## config.mk

```make
export PLATFORM = sky130hd
export DESIGN_NAME = rcspi_readout
export DESIGN_NICKNAME = d
export VERILOG_FILES = /design/src/logic/rcspi_pkg.sv /design/src/logic/rcspi_fifo.sv /design/src/logic/rcspi_sdm.sv /design/src/logic/rcspi_readout.sv
export SDC_FILE = /design/constraint.sdc
export NUM_CORES = 1
export LEC_CHECK = 0
export BUFFER_PORTS_ARGS = -buffer_cell sky130_fd_sc_hd__buf_4
export CAP_MARGIN = 25
export CORE_MARGIN = 10
export CORE_UTILIZATION = 52
export DETAILED_ROUTE_END_ITERATION = 6
export PLACE_DENSITY = 0.72
export SKIP_CTS_REPAIR_TIMING = 1
export SYNTH_ARGS = -nofsm -noshare
export SYNTH_HDL_FRONTEND = slang
export SYNTH_SLANG_ARGS = --single-unit
```

## constraint.sdc

```tcl
create_clock -name clock -period 4.6 [get_ports clock]
set_input_delay 0.23 -clock clock [delete_from_list [all_inputs] [get_ports clock]]
set_output_delay 0.23 -clock clock [all_outputs]
set_load 0.05 [all_outputs]
```

## src/logic/rcspi_pkg.sv

```systemverilog
/*
  rcspi_pkg: constants shared by the residual-current serial readout.
  Assumes a 125 MHz system clock; all cycle counts derive from it.
*/
package rcspi_pkg;

  // clock and timing
  localparam int unsigned CLK_NS          = 8;
  localparam int unsigned STARTUP_MS      = 100;
  localparam int unsigned STARTUP_CYC_DEF =
    STARTUP_MS * 1000000 / CLK_NS;
  localparam int unsigned FAULT_REACT_US  = 200;
  localparam int unsigned FAULT_REACT_CYC =
    FAULT_REACT_US * 1000 / CLK_NS;
  // toggle rate picked mid-band; half period rounds down
  localparam int unsigned FAULT_TOGGLE_HZ = 16000;
  localparam int unsigned FAULT_HALF_CYC  =
    1000000000 / (2 * FAULT_TOGGLE_HZ * CLK_NS);
  localparam int unsigned FAULT_CNT_W     = 12;

  // frame layout
  localparam int unsigned WORD_W     = 16;
  localparam int unsigned FRAME_BITS = 40;
  localparam int unsigned IDX_W      = 6;
  localparam logic [5:0]  IDX_FIRST  = 6'h27;
  localparam int unsigned FIFO_DEPTH = 8;

  // sample coding and crc
  localparam logic [15:0] MID_SCALE = 16'h8000;
  localparam logic [7:0]  CRC_INIT  = 8'hff;
  localparam logic [7:0]  CRC_POLY  = 8'h07;

  // error word fields
  localparam logic [9:0]  ERR_FILL    = 10'h3ff;
  localparam int unsigned ERR_FILL_LO = 6;
  localparam logic [1:0]  ERR_RSVD    = 2'h0;
  localparam int unsigned ERR_HW      = 3;
  localparam int unsigned ERR_ZERO    = 2;
  localparam int unsigned ERR_OOR     = 1;
  localparam int unsigned ERR_OVL     = 0;

  typedef enum logic [1:0] {
    ST_IDLE  = 2'b00,
    ST_SHIFT = 2'b01,
    ST_DONE  = 2'b11
  } rcspi_state_e;

endpackage

```

## src/logic/rcspi_fifo.sv

```systemverilog
/*
  rcspi_fifo: flip-flop FIFO with valid/ready on both sides.
  Assumes one clock, synchronous active-low reset; DEPTH a power of two.
*/
`timescale 1ns/100ps
module rcspi_fifo #(
  parameter int unsigned W     = 32,
  parameter int unsigned DEPTH = 8
) (
  input  wire logic         clock,
  input  wire logic         reset_n,
  input  wire logic [W-1:0] in_data,
  input  wire logic         in_valid,
  output logic              in_ready,
  output logic [W-1:0]      out_data,
  output logic              out_valid,
  input  wire logic         out_ready
);
  localparam int unsigned AW = $clog2(DEPTH);

  logic [W-1:0] mem_q [DEPTH];
  logic [AW:0]  wr_q;
  logic [AW:0]  rd_q;
  wire          full  = (wr_q[AW] != rd_q[AW]) &&
                        (wr_q[AW-1:0] == rd_q[AW-1:0]);
  wire          empty = (wr_q == rd_q);
  wire          push  = in_valid && !full;
  wire          pop   = out_ready && !empty;
  // fill level from the pointers, independent of the full decode
  wire [AW:0]   fill  = wr_q - rd_q;

  assign in_ready  = !full;
  assign out_valid = !empty;
  assign out_data  = mem_q[rd_q[AW-1:0]];

  always_ff @(posedge clock) begin
    if (push) begin
      mem_q[wr_q[AW-1:0]] <= in_data;
    end
  end

  always_ff @(posedge clock) begin
    if (!reset_n) begin
      wr_q <= '0;
      rd_q <= '0;
    end else begin
      if (push) wr_q <= wr_q + 1'b1;
      if (pop)  rd_q <= rd_q + 1'b1;
    end
  end
endmodule // rcspi_fifo

```

## src/logic/rcspi_sdm.sv

```systemverilog
/*
  rcspi_sdm: first-order sigma-delta modulator, complementary bit pair.
  Assumes an unsigned offset-binary input held on the same clock.
*/
`timescale 1ns/100ps
module rcspi_sdm #(
  parameter int unsigned W = 16
) (
  input  wire logic         clock,
  input  wire logic         reset_n,
  input  wire logic [W-1:0] din,
  output logic              bit_pos,
  output logic              bit_neg
);
  logic [W-1:0] acc_q;
  wire  [W:0]   sum = {1'b0, acc_q} + {1'b0, din};

  always_ff @(posedge clock) begin
    if (!reset_n) begin
      acc_q   <= '0;
      bit_pos <= 1'b0;
      bit_neg <= 1'b1;
    end else begin
      acc_q   <= sum[W-1:0];
      bit_pos <= sum[W];
      bit_neg <= !sum[W];
    end
  end

endmodule // rcspi_sdm

```

## src/logic/rcspi_readout.sv

```systemverilog
/*
  rcspi_readout: serial readout side of a residual-current sensor.
  Shifts five-byte frames on a mode 1 serial link, builds error words,
  drives the toggling fault pin and the sigma-delta bit pair.
  Assumes link pins arrive asynchronously and are oversampled by the
  125 MHz clock; samples come from same-clock filter logic.

  // Operation
  // RULE1: link uses mode 1, idle-low clock
  // RULE2: slave only, drives data line only
  // RULE3: host makes select and clock
  // RULE4: frame: fast word, slow word, crc
  // RULE5: crc-8, poly 0x07, start 0xff
  // RULE6: host checks crc over all five bytes
  // RULE7: crc byte makes frame crc zero
  // RULE8: any fault fills bits 15..6 ones
  // RULE9: error bits 5,4 reserved, ignored
  // RULE10: bit 3 flags self-check failure
  // RULE11: error bit 2 always zero
  // RULE12: bit 1 flags out-of-range current
  // RULE13: bit 0 flags critical overload
  // RULE14: self-check flag holds until power cycle
  // RULE15: out-of-range above threshold, sampling continues
  // RULE16: host ignores slow word on error
  // RULE17: fault indication within 200 us
  // RULE18: fault pin toggles 11-21 kHz when healthy
  // RULE19: up to 100 ms start-up
  // RULE20: host clock high/low 100 ns, period 250
  // RULE21: select high 200 ns between frames
  // RULE22: 100 ns last fall to select rise
  // RULE23: first word feeds sigma-delta modulator
  // RULE24: samples offset binary, zero at 32768
  // RULE25: fault freezes fault pin steady
  // RULE26: active-low reset restarts start-up
  // RULE27: msb first, change on rising edge
  // RULE28: coherent word pair latched at select
*/
`timescale 1ns/100ps
module rcspi_readout #(
  parameter int unsigned STARTUP_CYC = rcspi_pkg::STARTUP_CYC_DEF,
  parameter int unsigned FIFO_DEPTH  = rcspi_pkg::FIFO_DEPTH
) (
  input  wire logic                          clock,
  input  wire logic                          reset_n,
  input  wire logic                          por_n,
  input  wire logic                          sclk,
  input  wire logic                          cs_n,
  output logic                               miso,
  output logic                               miso_oe,
  input  wire logic [rcspi_pkg::WORD_W-1:0]  hb_sample,
  input  wire logic [rcspi_pkg::WORD_W-1:0]  ha_sample,
  input  wire logic                          sample_valid,
  output logic                               sample_ready,
  input  wire logic                          over_range,
  input  wire logic                          overload,
  input  wire logic                          selftest_fail,
  output logic                               fault_pin,
  output logic                               analog_pos,
  output logic                               analog_neg,
  output logic                               ready
);
  import rcspi_pkg::*;

  function automatic logic [7:0] crc8_byte(input logic [7:0] c,
                                           input logic [7:0] b);
    logic [7:0] d;
    d = c ^ b;
    for (int i = 0; i < 8; i++) begin
      d = d[7] ? ({d[6:0], 1'b0} ^ CRC_POLY) : {d[6:0], 1'b0};
    end
    return d;
  endfunction

  // pin synchronisers; stage one feeds only stage two
  logic [2:0] sclk_sy_q;
  logic [2:0] cs_sy_q;
  logic [1:0] flt_s1_q;
  logic [1:0] flt_s2_q;
  logic [1:0] hw_s1_q;

  always_ff @(posedge clock) begin
    sclk_sy_q <= {sclk_sy_q[1:0], sclk};
    cs_sy_q   <= {cs_sy_q[1:0], cs_n};
    flt_s1_q  <= {over_range, overload};
    flt_s2_q  <= flt_s1_q;
    hw_s1_q   <= {hw_s1_q[0], selftest_fail};
  end

  // edges are found on stages two and three; host widths keep this safe
  wire sclk_rise = sclk_sy_q[1] && !sclk_sy_q[2]; // [RULE1] [RULE20]
  wire cs_sel    = !cs_sy_q[1];
  wire cs_fall   = !cs_sy_q[1] && cs_sy_q[2];
  wire oor_now   = flt_s2_q[1]; // [RULE15]
  wire ovl_now   = flt_s2_q[0];

  // self-check flag survives functional reset, only power-on clears
  logic hw_fault_q;
  always_ff @(posedge clock) begin
    if (!por_n) begin
      hw_fault_q <= 1'b0;
    end else if (hw_s1_q[1]) begin
      hw_fault_q <= 1'b1; // [RULE14]
    end
  end

  wire fault_any = hw_fault_q || oor_now || ovl_now;

  // start-up interval, restarted by every functional reset
  logic [$clog2(STARTUP_CYC+1)-1:0] start_cnt_q;
  logic                             ready_q;
  always_ff @(posedge clock) begin
    if (!reset_n) begin
      start_cnt_q <= '0; // [RULE26]
      ready_q     <= 1'b0;
    end else if (!ready_q) begin
      if (start_cnt_q == STARTUP_CYC[$bits(start_cnt_q)-1:0] - 1'b1)
      begin
        ready_q <= 1'b1; // [RULE19]
      end
      start_cnt_q <= start_cnt_q + 1'b1;
    end
  end
  assign ready = ready_q;

  // sample path through the fifo
  rcspi_state_e            state_q;
  rcspi_state_e            state_d;
  logic [2*WORD_W-1:0]     fifo_data;
  logic                    fifo_valid;
  logic [WORD_W-1:0]       hb_q;
  logic [WORD_W-1:0]       ha_q;
  // pairs stall in the fifo while a frame is on the wire
  wire                     fifo_pop = (state_q == ST_IDLE) && !cs_fall;

  rcspi_fifo #(
    .W     (2*WORD_W),
    .DEPTH (FIFO_DEPTH)
  ) u_fifo (
    .clock     (clock),
    .reset_n   (reset_n),
    .in_data   ({hb_sample, ha_sample}),
    .in_valid  (sample_valid),
    .in_ready  (sample_ready),
    .out_data  (fifo_data),
    .out_valid (fifo_valid),
    .out_ready (fifo_pop)
  );

  always_ff @(posedge clock) begin
    if (!reset_n) begin
      hb_q <= MID_SCALE; // [RULE24]
      ha_q <= MID_SCALE;
    end else if (fifo_pop && fifo_valid) begin
      hb_q <= fifo_data[2*WORD_W-1:WORD_W];
      ha_q <= fifo_data[WORD_W-1:0];
    end
  end

  // first word: sample, or error code when any fault stands
  wire [WORD_W-1:0] err_word = {ERR_FILL, ERR_RSVD, hw_fault_q,
                                1'b0, oor_now, ovl_now};
  // [RULE8] [RULE9] [RULE10] [RULE11] [RULE12] [RULE13]
  wire [WORD_W-1:0] word1    = fault_any ? err_word : hb_q;
  wire [7:0]        crc_part = crc8_byte(crc8_byte(crc8_byte(
                                 crc8_byte(CRC_INIT, word1[15:8]),
                                 word1[7:0]), ha_q[15:8]), ha_q[7:0]);
  // running the crc over its own result leaves zero
  wire [FRAME_BITS-1:0] frame_d = {word1, ha_q, crc_part};
  // [RULE4] [RULE5] [RULE7]

  rcspi_sdm #(
    .W (WORD_W)
  ) u_sdm (
    .clock   (clock),
    .reset_n (reset_n),
    .din     (word1), // [RULE23]
    .bit_pos (analog_pos),
    .bit_neg (analog_neg)
  );

  // frame shifter
  logic [FRAME_BITS-1:0] frame_q;
  logic [IDX_W-1:0]      idx_q;
  logic                  miso_q;
  wire                   frame_go = cs_fall && ready_q;
  wire                   last_bit = (idx_q == '0);

  always_comb begin
    state_d = state_q;
    case (state_q)
      ST_IDLE: begin
        if (frame_go) state_d = ST_SHIFT;
      end
      ST_SHIFT: begin
        if (!cs_sel) state_d = ST_IDLE;
        else if (sclk_rise && last_bit) state_d = ST_DONE;
      end
      ST_DONE: begin
        if (!cs_sel) state_d = ST_IDLE;
      end
      default: state_d = ST_IDLE;
    endcase
  end

  always_ff @(posedge clock) begin
    if (!reset_n) begin
      state_q <= ST_IDLE;
      frame_q <= '0;
      idx_q   <= '0;
      miso_q  <= 1'b0;
    end else begin
      state_q <= state_d;
      if (state_q == ST_IDLE && frame_go) begin
        frame_q <= frame_d; // [RULE28]
        idx_q   <= IDX_FIRST;
        miso_q  <= 1'b0;
      end else if (state_q == ST_SHIFT && sclk_rise) begin
        miso_q <= frame_q[idx_q]; // [RULE27]
        if (!last_bit) idx_q <= idx_q - 1'b1;
      end
    end
  end

  // released outside frames so a shared line stays free
  assign miso    = miso_q;
  assign miso_oe = cs_sel && (state_q != ST_IDLE); // [RULE2]

  // fault pin: free-running toggle, frozen while any fault stands
  logic [FAULT_CNT_W-1:0] tog_cnt_q;
  logic                   fault_pin_q;
  wire                    tog_wrap =
    (tog_cnt_q == FAULT_HALF_CYC[FAULT_CNT_W-1:0] - 1'b1);
  always_ff @(posedge clock) begin
    if (!reset_n) begin
      tog_cnt_q   <= '0;
      fault_pin_q <= 1'b0;
    end else if (fault_any || !ready_q) begin
      tog_cnt_q <= '0; // [RULE25] [RULE17]
    end else if (tog_wrap) begin
      tog_cnt_q   <= '0;
      fault_pin_q <= !fault_pin_q; // [RULE18]
    end else begin
      tog_cnt_q <= tog_cnt_q + 1'b1;
    end
  end
  assign fault_pin = fault_pin_q;

  function automatic logic [7:0] crc_frame(input logic [39:0] f);
    logic [7:0] c;
    c = CRC_INIT;
    for (int k = 4; k >= 0; k--) begin
      c = crc8_byte(c, f[8*k +: 8]);
    end
    return c;
  endfunction
endmodule // rcspi_readout

```

Yosys cells after proc, flatten, opt, wreduce, memory -nomap -nowiden
Memory sizes are Yosys's and may differ from the RTL's. A register that Yosys moved wholly into a read port is not among the register bits.
Index checks and enable logic that the tools add are counted.
Storage, ports and cells
  register bits: 126
  bits in writable memories: 256
  input bits: 41
  logic and storage cells: 158
  memories kept: 1
Cells by class
  add/subtract/negate cells: 6
  order comparisons: 1
  eq/ne operators: 11
  muxes and demuxes: 47
  bitwise logic cells: 39
  reduce and logical (&&, ||, !) cells: 33
Memories
  u_fifo.mem_q: depth 8, bits a word 32, rd ports 1, clocked after memory_dff 1, write ports 1, line rcspi_fifo.sv:21  | logic [W-1:0] mem_q [DEPTH];
Operators by type and width (count)
  $mux 3: 32
  $not 3->3: 32
  $add 24x1->24 const B: 1
  $eq 24x24->1 const B: 1
  $xor 8x8->8: 3
  $mux 6: 3
  $add 16x16->17: 1
  $mux 16: 1
  $add 12x1->12 const B: 1
  $eq 12x12->1 const B: 1
  $logic_and 1x1->1: 11
  $logic_not 1->1: 9
  $add 4x1->4 const B: 2
  $mux 2: 4
  $not 8->8: 1
  $lt 6x7->1 const B: 1
  $bmux 1 s6: 1
  $logic_not 6->1: 1
  $pmux 2 s3: 1
  $reduce_and 2->1: 3
  $sub 6x1->6 const B: 1
  $mux 1: 5
  $eq 4x4->1: 1
  $ne 2x2->1 const B: 2
  other kinds (13): 18

Depth between registers and ports, before layout
  depth after elaboration: 71
  mapped depth: 16
  depth with buffers taken out: 13

Hierarchy
From an unflattened synthesis, not the netlist that was laid out.
Second synthesis, totals
  cells, all modules: 1310
  area, all modules: 18104.9 µm²
By module, submodules not included
  rcspi_fifo: instances 1, cells each 455, area an instance 10486.3 µm², seq. area each 7907.6 µm²
  rcspi_readout: instances 1, cells each 696, area an instance 6274.8 µm², seq. area each 2642.5 µm²
  rcspi_sdm: instances 1, cells each 159, area an instance 1343.8 µm², seq. area each 360.3 µm²

Least setup slack after synthesis
No wires, ideal clock.
  kind: register -> register
  start point: register u_fifo.rd_q[1]
  end point: memory u_fifo.mem_q[0][0], enable pin
  data arrival time: 3.957 ns
  data required time: 4.139 ns
  setup slack: 0.182 ns
  stages on the path, launching flop included: 9
  path buffers: 2
  period minus slack after synthesis: 4.418 ns
  cell sequence: dfxtp_1 -> clkbuf_1 -> xor2_1 -> nor3_1 -> nand2_1 -> and2_1 -> clkbuf_1 -> nand2b_1 -> nor3_1
On the way
  longest elaborated chain between the ends: 6
Ends and longest elaborated chain
  from (decl): line rcspi_fifo.sv:23  | logic [AW:0] rd_q;
  from (signal assigned): line rcspi_fifo.sv:48  | if (pop) rd_q <= rd_q + 1'b1;
  $eq 3x3->1: line rcspi_fifo.sv:25  | (wr_q[AW-1:0] == rd_q[AW-1:0]);
  $logic_and 1x1->1: line rcspi_fifo.sv:24  | wire full = (wr_q[AW] != rd_q[AW]) &&
  $logic_not 1->1
  named net sample_ready: line rcspi_readout.sv:53  | output logic sample_ready,
  $logic_and 1x1->1: line rcspi_fifo.sv:27  | wire push = in_valid && !full;
  $mux 1: line rcspi_fifo.sv:37  | if (push) begin
  $mux 1 (not written as such): line rcspi_fifo.sv:38  | mem_q[wr_q[AW-1:0]] <= in_data;
  to (decl): line rcspi_fifo.sv:21
The timed path passes the listed nets, and every way through them passes these cells.

Worst setup path in the final report
  start point: register hw_fault_q
  end point: register u_sdm.acc_q[14]
On the way
  longest elaborated chain between the ends: 4
Ends and longest elaborated chain
  from (decl): line rcspi_readout.sv:97  | logic hw_fault_q;
  from (signal assigned): line rcspi_readout.sv:100  | hw_fault_q <= 1'b0;
  from (signal assigned): line rcspi_readout.sv:102  | hw_fault_q <= 1'b1;
  $logic_or 1x1->1 (2 in series): line rcspi_readout.sv:106  | wire fault_any = hw_fault_q || oor_now || ovl_now;
  $mux 16: line rcspi_readout.sv:163  | wire [WORD_W-1:0] word1 = fault_any ? err_word : hb_q;
  named net u_sdm.din[0]: line rcspi_sdm.sv:11  | input wire logic [W-1:0] din,
  $add 16x16->17: line rcspi_sdm.sv:16  | wire [W:0] sum = {1'b0, acc_q} + {1'b0, din};
  to (signal assigned): line rcspi_sdm.sv:24  | acc_q <= sum[W-1:0];
  to (decl): line rcspi_sdm.sv:15  | logic [W-1:0] acc_q;
The timed path passes the listed nets, and every way through them passes these cells.
A chain may end at the register's enable or synchronous reset.

==> results.toml <==
[grt]
antenna_found_initial = 3
grt_max_degree = 69
globalRouteTotalUtil = 0.161
grt_pass1_vias = 9797
overflow = 0
grt_pass1_wl_um = 53100

[routing]
wl_per_cell_um = 18.8
drc_errors = 0
dr_total_vias = 9680
post_drt_via_cell_ratio = 5.47
ant_nets = 0
drt-total-wl_um = 33300
dr.pass1.iters = 5
drt-initial-drc-count = 770

[worst_setup_path]
required_ns = 5.03
critPathKind = "register to register"
crit_arrival_ns = 4.02
r2r-start = "hw_fault_q"
crit_path_start_kind = "register"
crit_path_end_kind = "register"
cp-startpoint = "hw_fault_q"
critPathMaxFanout = 8

[die]
initial_core_util = 0.528
rows = 66
dieArea_um2 = 40800
core_um2 = 32600
die_w_um = 202
die_h_um = 202
io_pins = 48

[pwr]
p_leak_nw = 7.02
max-vdd-ir-drop_v = 0.000475
powerDensity_nw_per_um2 = 570

[clock_tree]
cts_tree = "done"
cts_num_sinks = 414
cts_root_buffer = "clkbuf_16"
clkTransAtPathRegs_ns = 0.06
worstSkewPairLatency_ns = 0.56
cts_made_buffers = 44
cts_buffer_depth = 3
htreeDepth = 2

[placement]
numPortBuffers = 47
dp.cells = 1648
post-dp-hpwl_um = 20800
place.gp.congestion = 0.812
pre_cts_slack_ns = 1.04

[timing]
fin_hold_ws_ns = 0.153
rsz0062_at_grt = "false"
max_freq_ghz = 0.278
fin_ws_ns = 1.01
finalSetupTns_ns = 0
tightest_slew_ns = 0.940
finClkSkew_ns = 0.0262
max-slew-margin-rel = 0.373
setup_viol = 0
final-max-slew-violation-count = 0
finalCriticalPeriod_ns = 3.59
hold_viol_final = 0
period_share = 0.781

[logic_synthesis]
synth_edf_count = 256
synth_top_family_by_area = "multiplexers"
syn_area_per_cell_um2 = 14.4
synth-adder-area-share = 0.0172
synthArstFlopShare = 0
ys_seq_elements = 414
synth_compound_area_frac = 0.0509
synth_xor_xnor_area_share = 0.0735
yosysUniqueCellTypes = 55
ys.flop_type = "edfxtp_1"
synth_area_um2 = 17200
synthCells = 1198
ys_seq_area_frac = 0.630
synth_nets = 1262
synth-simple-area-share = 0.0909
synth_mux_area_frac = 0.122
synth_warnings = 0

[min_path]
hold_path_class = "input pin to register"
min_from = "reset_n"

[cells_and_area]
drive_gt1_frac = 0.174
final_cell_mix = "edfxtp_1, dfxtp_1, nand2_1"
syn2layout_area_growth_pct = 15.8
layout_commonest_cell = "edfxtp_1"
multi_input_area_um2 = 6180
register_area_um2 = 10900
instances_no_fill = 1770
nFillCells = 2448
nets = 1354

[outcome]
status = "completed"

[job]
maxCapViolCount = 0
## layer usage
| metal | wire, um | global-route usage | vias up |
|---|---|---|---|
| li1 | - | - | 4633 |
| met1 | 15100 | 0.215 | 4812 |
| met2 | 16200 | 0.264 | 182 |
| met3 | 1380 | 0.0297 | 53 |
| met4 | 616 | 0.0462 | 0 |
| met5 | 0 | 0 | - |
## per-stage QoR
| stage | power, W | cell area, um^2 | utilization |
|---|---|---|---|
| 3_3_place_gp | 0.00793 | 18100 | 0.555 |
| 2_1_floorplan | 0.00729 | 17200 | - |
| 3_5_place_dp | 0.00797 | 18100 | 0.555 |
| 4_1_cts | 0.0114 | 19600 | 0.599 |
| 6_report | 0.0114 | 19900 | 0.611 |
| 5_1_grt | 0.0119 | 19900 | 0.611 |
## worst paths after layout
kind / endpoint / slack (ns) / cells after the start
worst max-delay path: u_sdm.acc_q[14] / 1.01 / 13
worst min register to register: sclk_sy_q[1] / 0.33 / 0
worst max register to register: u_sdm.acc_q[14] / 1.01 / 13
worst min-delay path: ha_q[15] / 0.15 / 2
## cell families after synthesis
| group | after synthesis |
|---|---|
| AO/OA/AOI/OAI | 125 |
| XOR/XNOR | 130 |
| adder cells (fa/ha/maj) | 23 |
| buffers and inverters | 67 |
| flip-flops | 414 |
| multiplexers | 115 |
| AND/OR/NAND/NOR | 324 |
## where the power goes
part / switching (W) / internal [W] / leakage (nW) / total [W]
registers: 0.000223 / 0.00419 / 3.62 / 0.00442
logic: 0.00175 / 0.00176 / 2.69 / 0.00352
clock network: 0.00143 / 0.00201 / 0.708 / 0.00344
## synthesized netlist by cell type (all sizes together) (2+ instances only)
cell / count / area share
and2: 40 / 0.015
xnor2: 85 / 0.044
nor3b: 10 / 0.0044
nor4bb: 3 / 0.0017
nand3: 17 / 0.0049
xnor3: 7 / 0.0092
mux4: 76 / 0.099
nor2b: 7 / 0.0025
clkbuf: 42 / 0.0092
a21boi: 6 / 0.0026
nor4: 5 / 0.0018
nand4: 12 / 0.0044
inv: 8 / 0.0017
nor3: 6 / 0.0017
a21o: 9 / 0.0039
o211a: 31 / 0.018
a211oi: 4 / 0.0017
o21a: 4 / 0.0017
dfxtp: 158 / 0.18
a31oi: 3 / 0.0011
mux2i: 37 / 0.022
xor2: 37 / 0.019
and3: 6 / 0.0022
nor2: 73 / 0.016
mux2: 2 / 0.0013
buf: 16 / 0.0039
ha: 22 / 0.016
edfxtp: 256 / 0.45
or3: 6 / 0.0022
a21oi: 43 / 0.013
and4: 2 / 0.0010
nand2: 115 / 0.025
o21ai: 17 / 0.0049
nor4b: 2 / 0.0010
nand2b: 17 / 0.0062
## worst max-delay path, cell delays in order (launching register included)
cell      delay, ns
dfxtp_1        0.48
nor3_2         0.10
a21o_1         0.21
ha_1           0.21
fa_1           0.41
a21o_1         0.18
a21oi_1        0.22
o21bai_1       0.10
a21o_1         0.21
a21oi_1        0.20
o21ai_0        0.18
o31a_1         0.30
a311o_1        0.41
mux2_2         0.28
## area by class of cell
| class | instances | share of cell area |
|---|---|---|
| Timing Repair Buffer | 104 | 0.0439 |
| Clock inverter | 25 | 0.0123 |
| Antenna cell | 3 | 0.000377 |
| Sequential cell | 414 | 0.545 |
| Tap cell | 442 | 0.0277 |
| Clock buffer | 56 | 0.0595 |
| Multi-Input combinational cell | 717 | 0.310 |
| Inverter | 9 | 0.00169 |
## sequential cells by signal, indices dropped and copies added (netlist names), 6 cells and up
signal	count
idx_q	6
hb_q	16
u_sdm.acc_q	16
u_fifo.mem_q	256
frame_q	40
start_cnt_q	24
ha_q	16
tog_cnt_q	12
No activity file was read; power rests on OpenSTA's default activity.
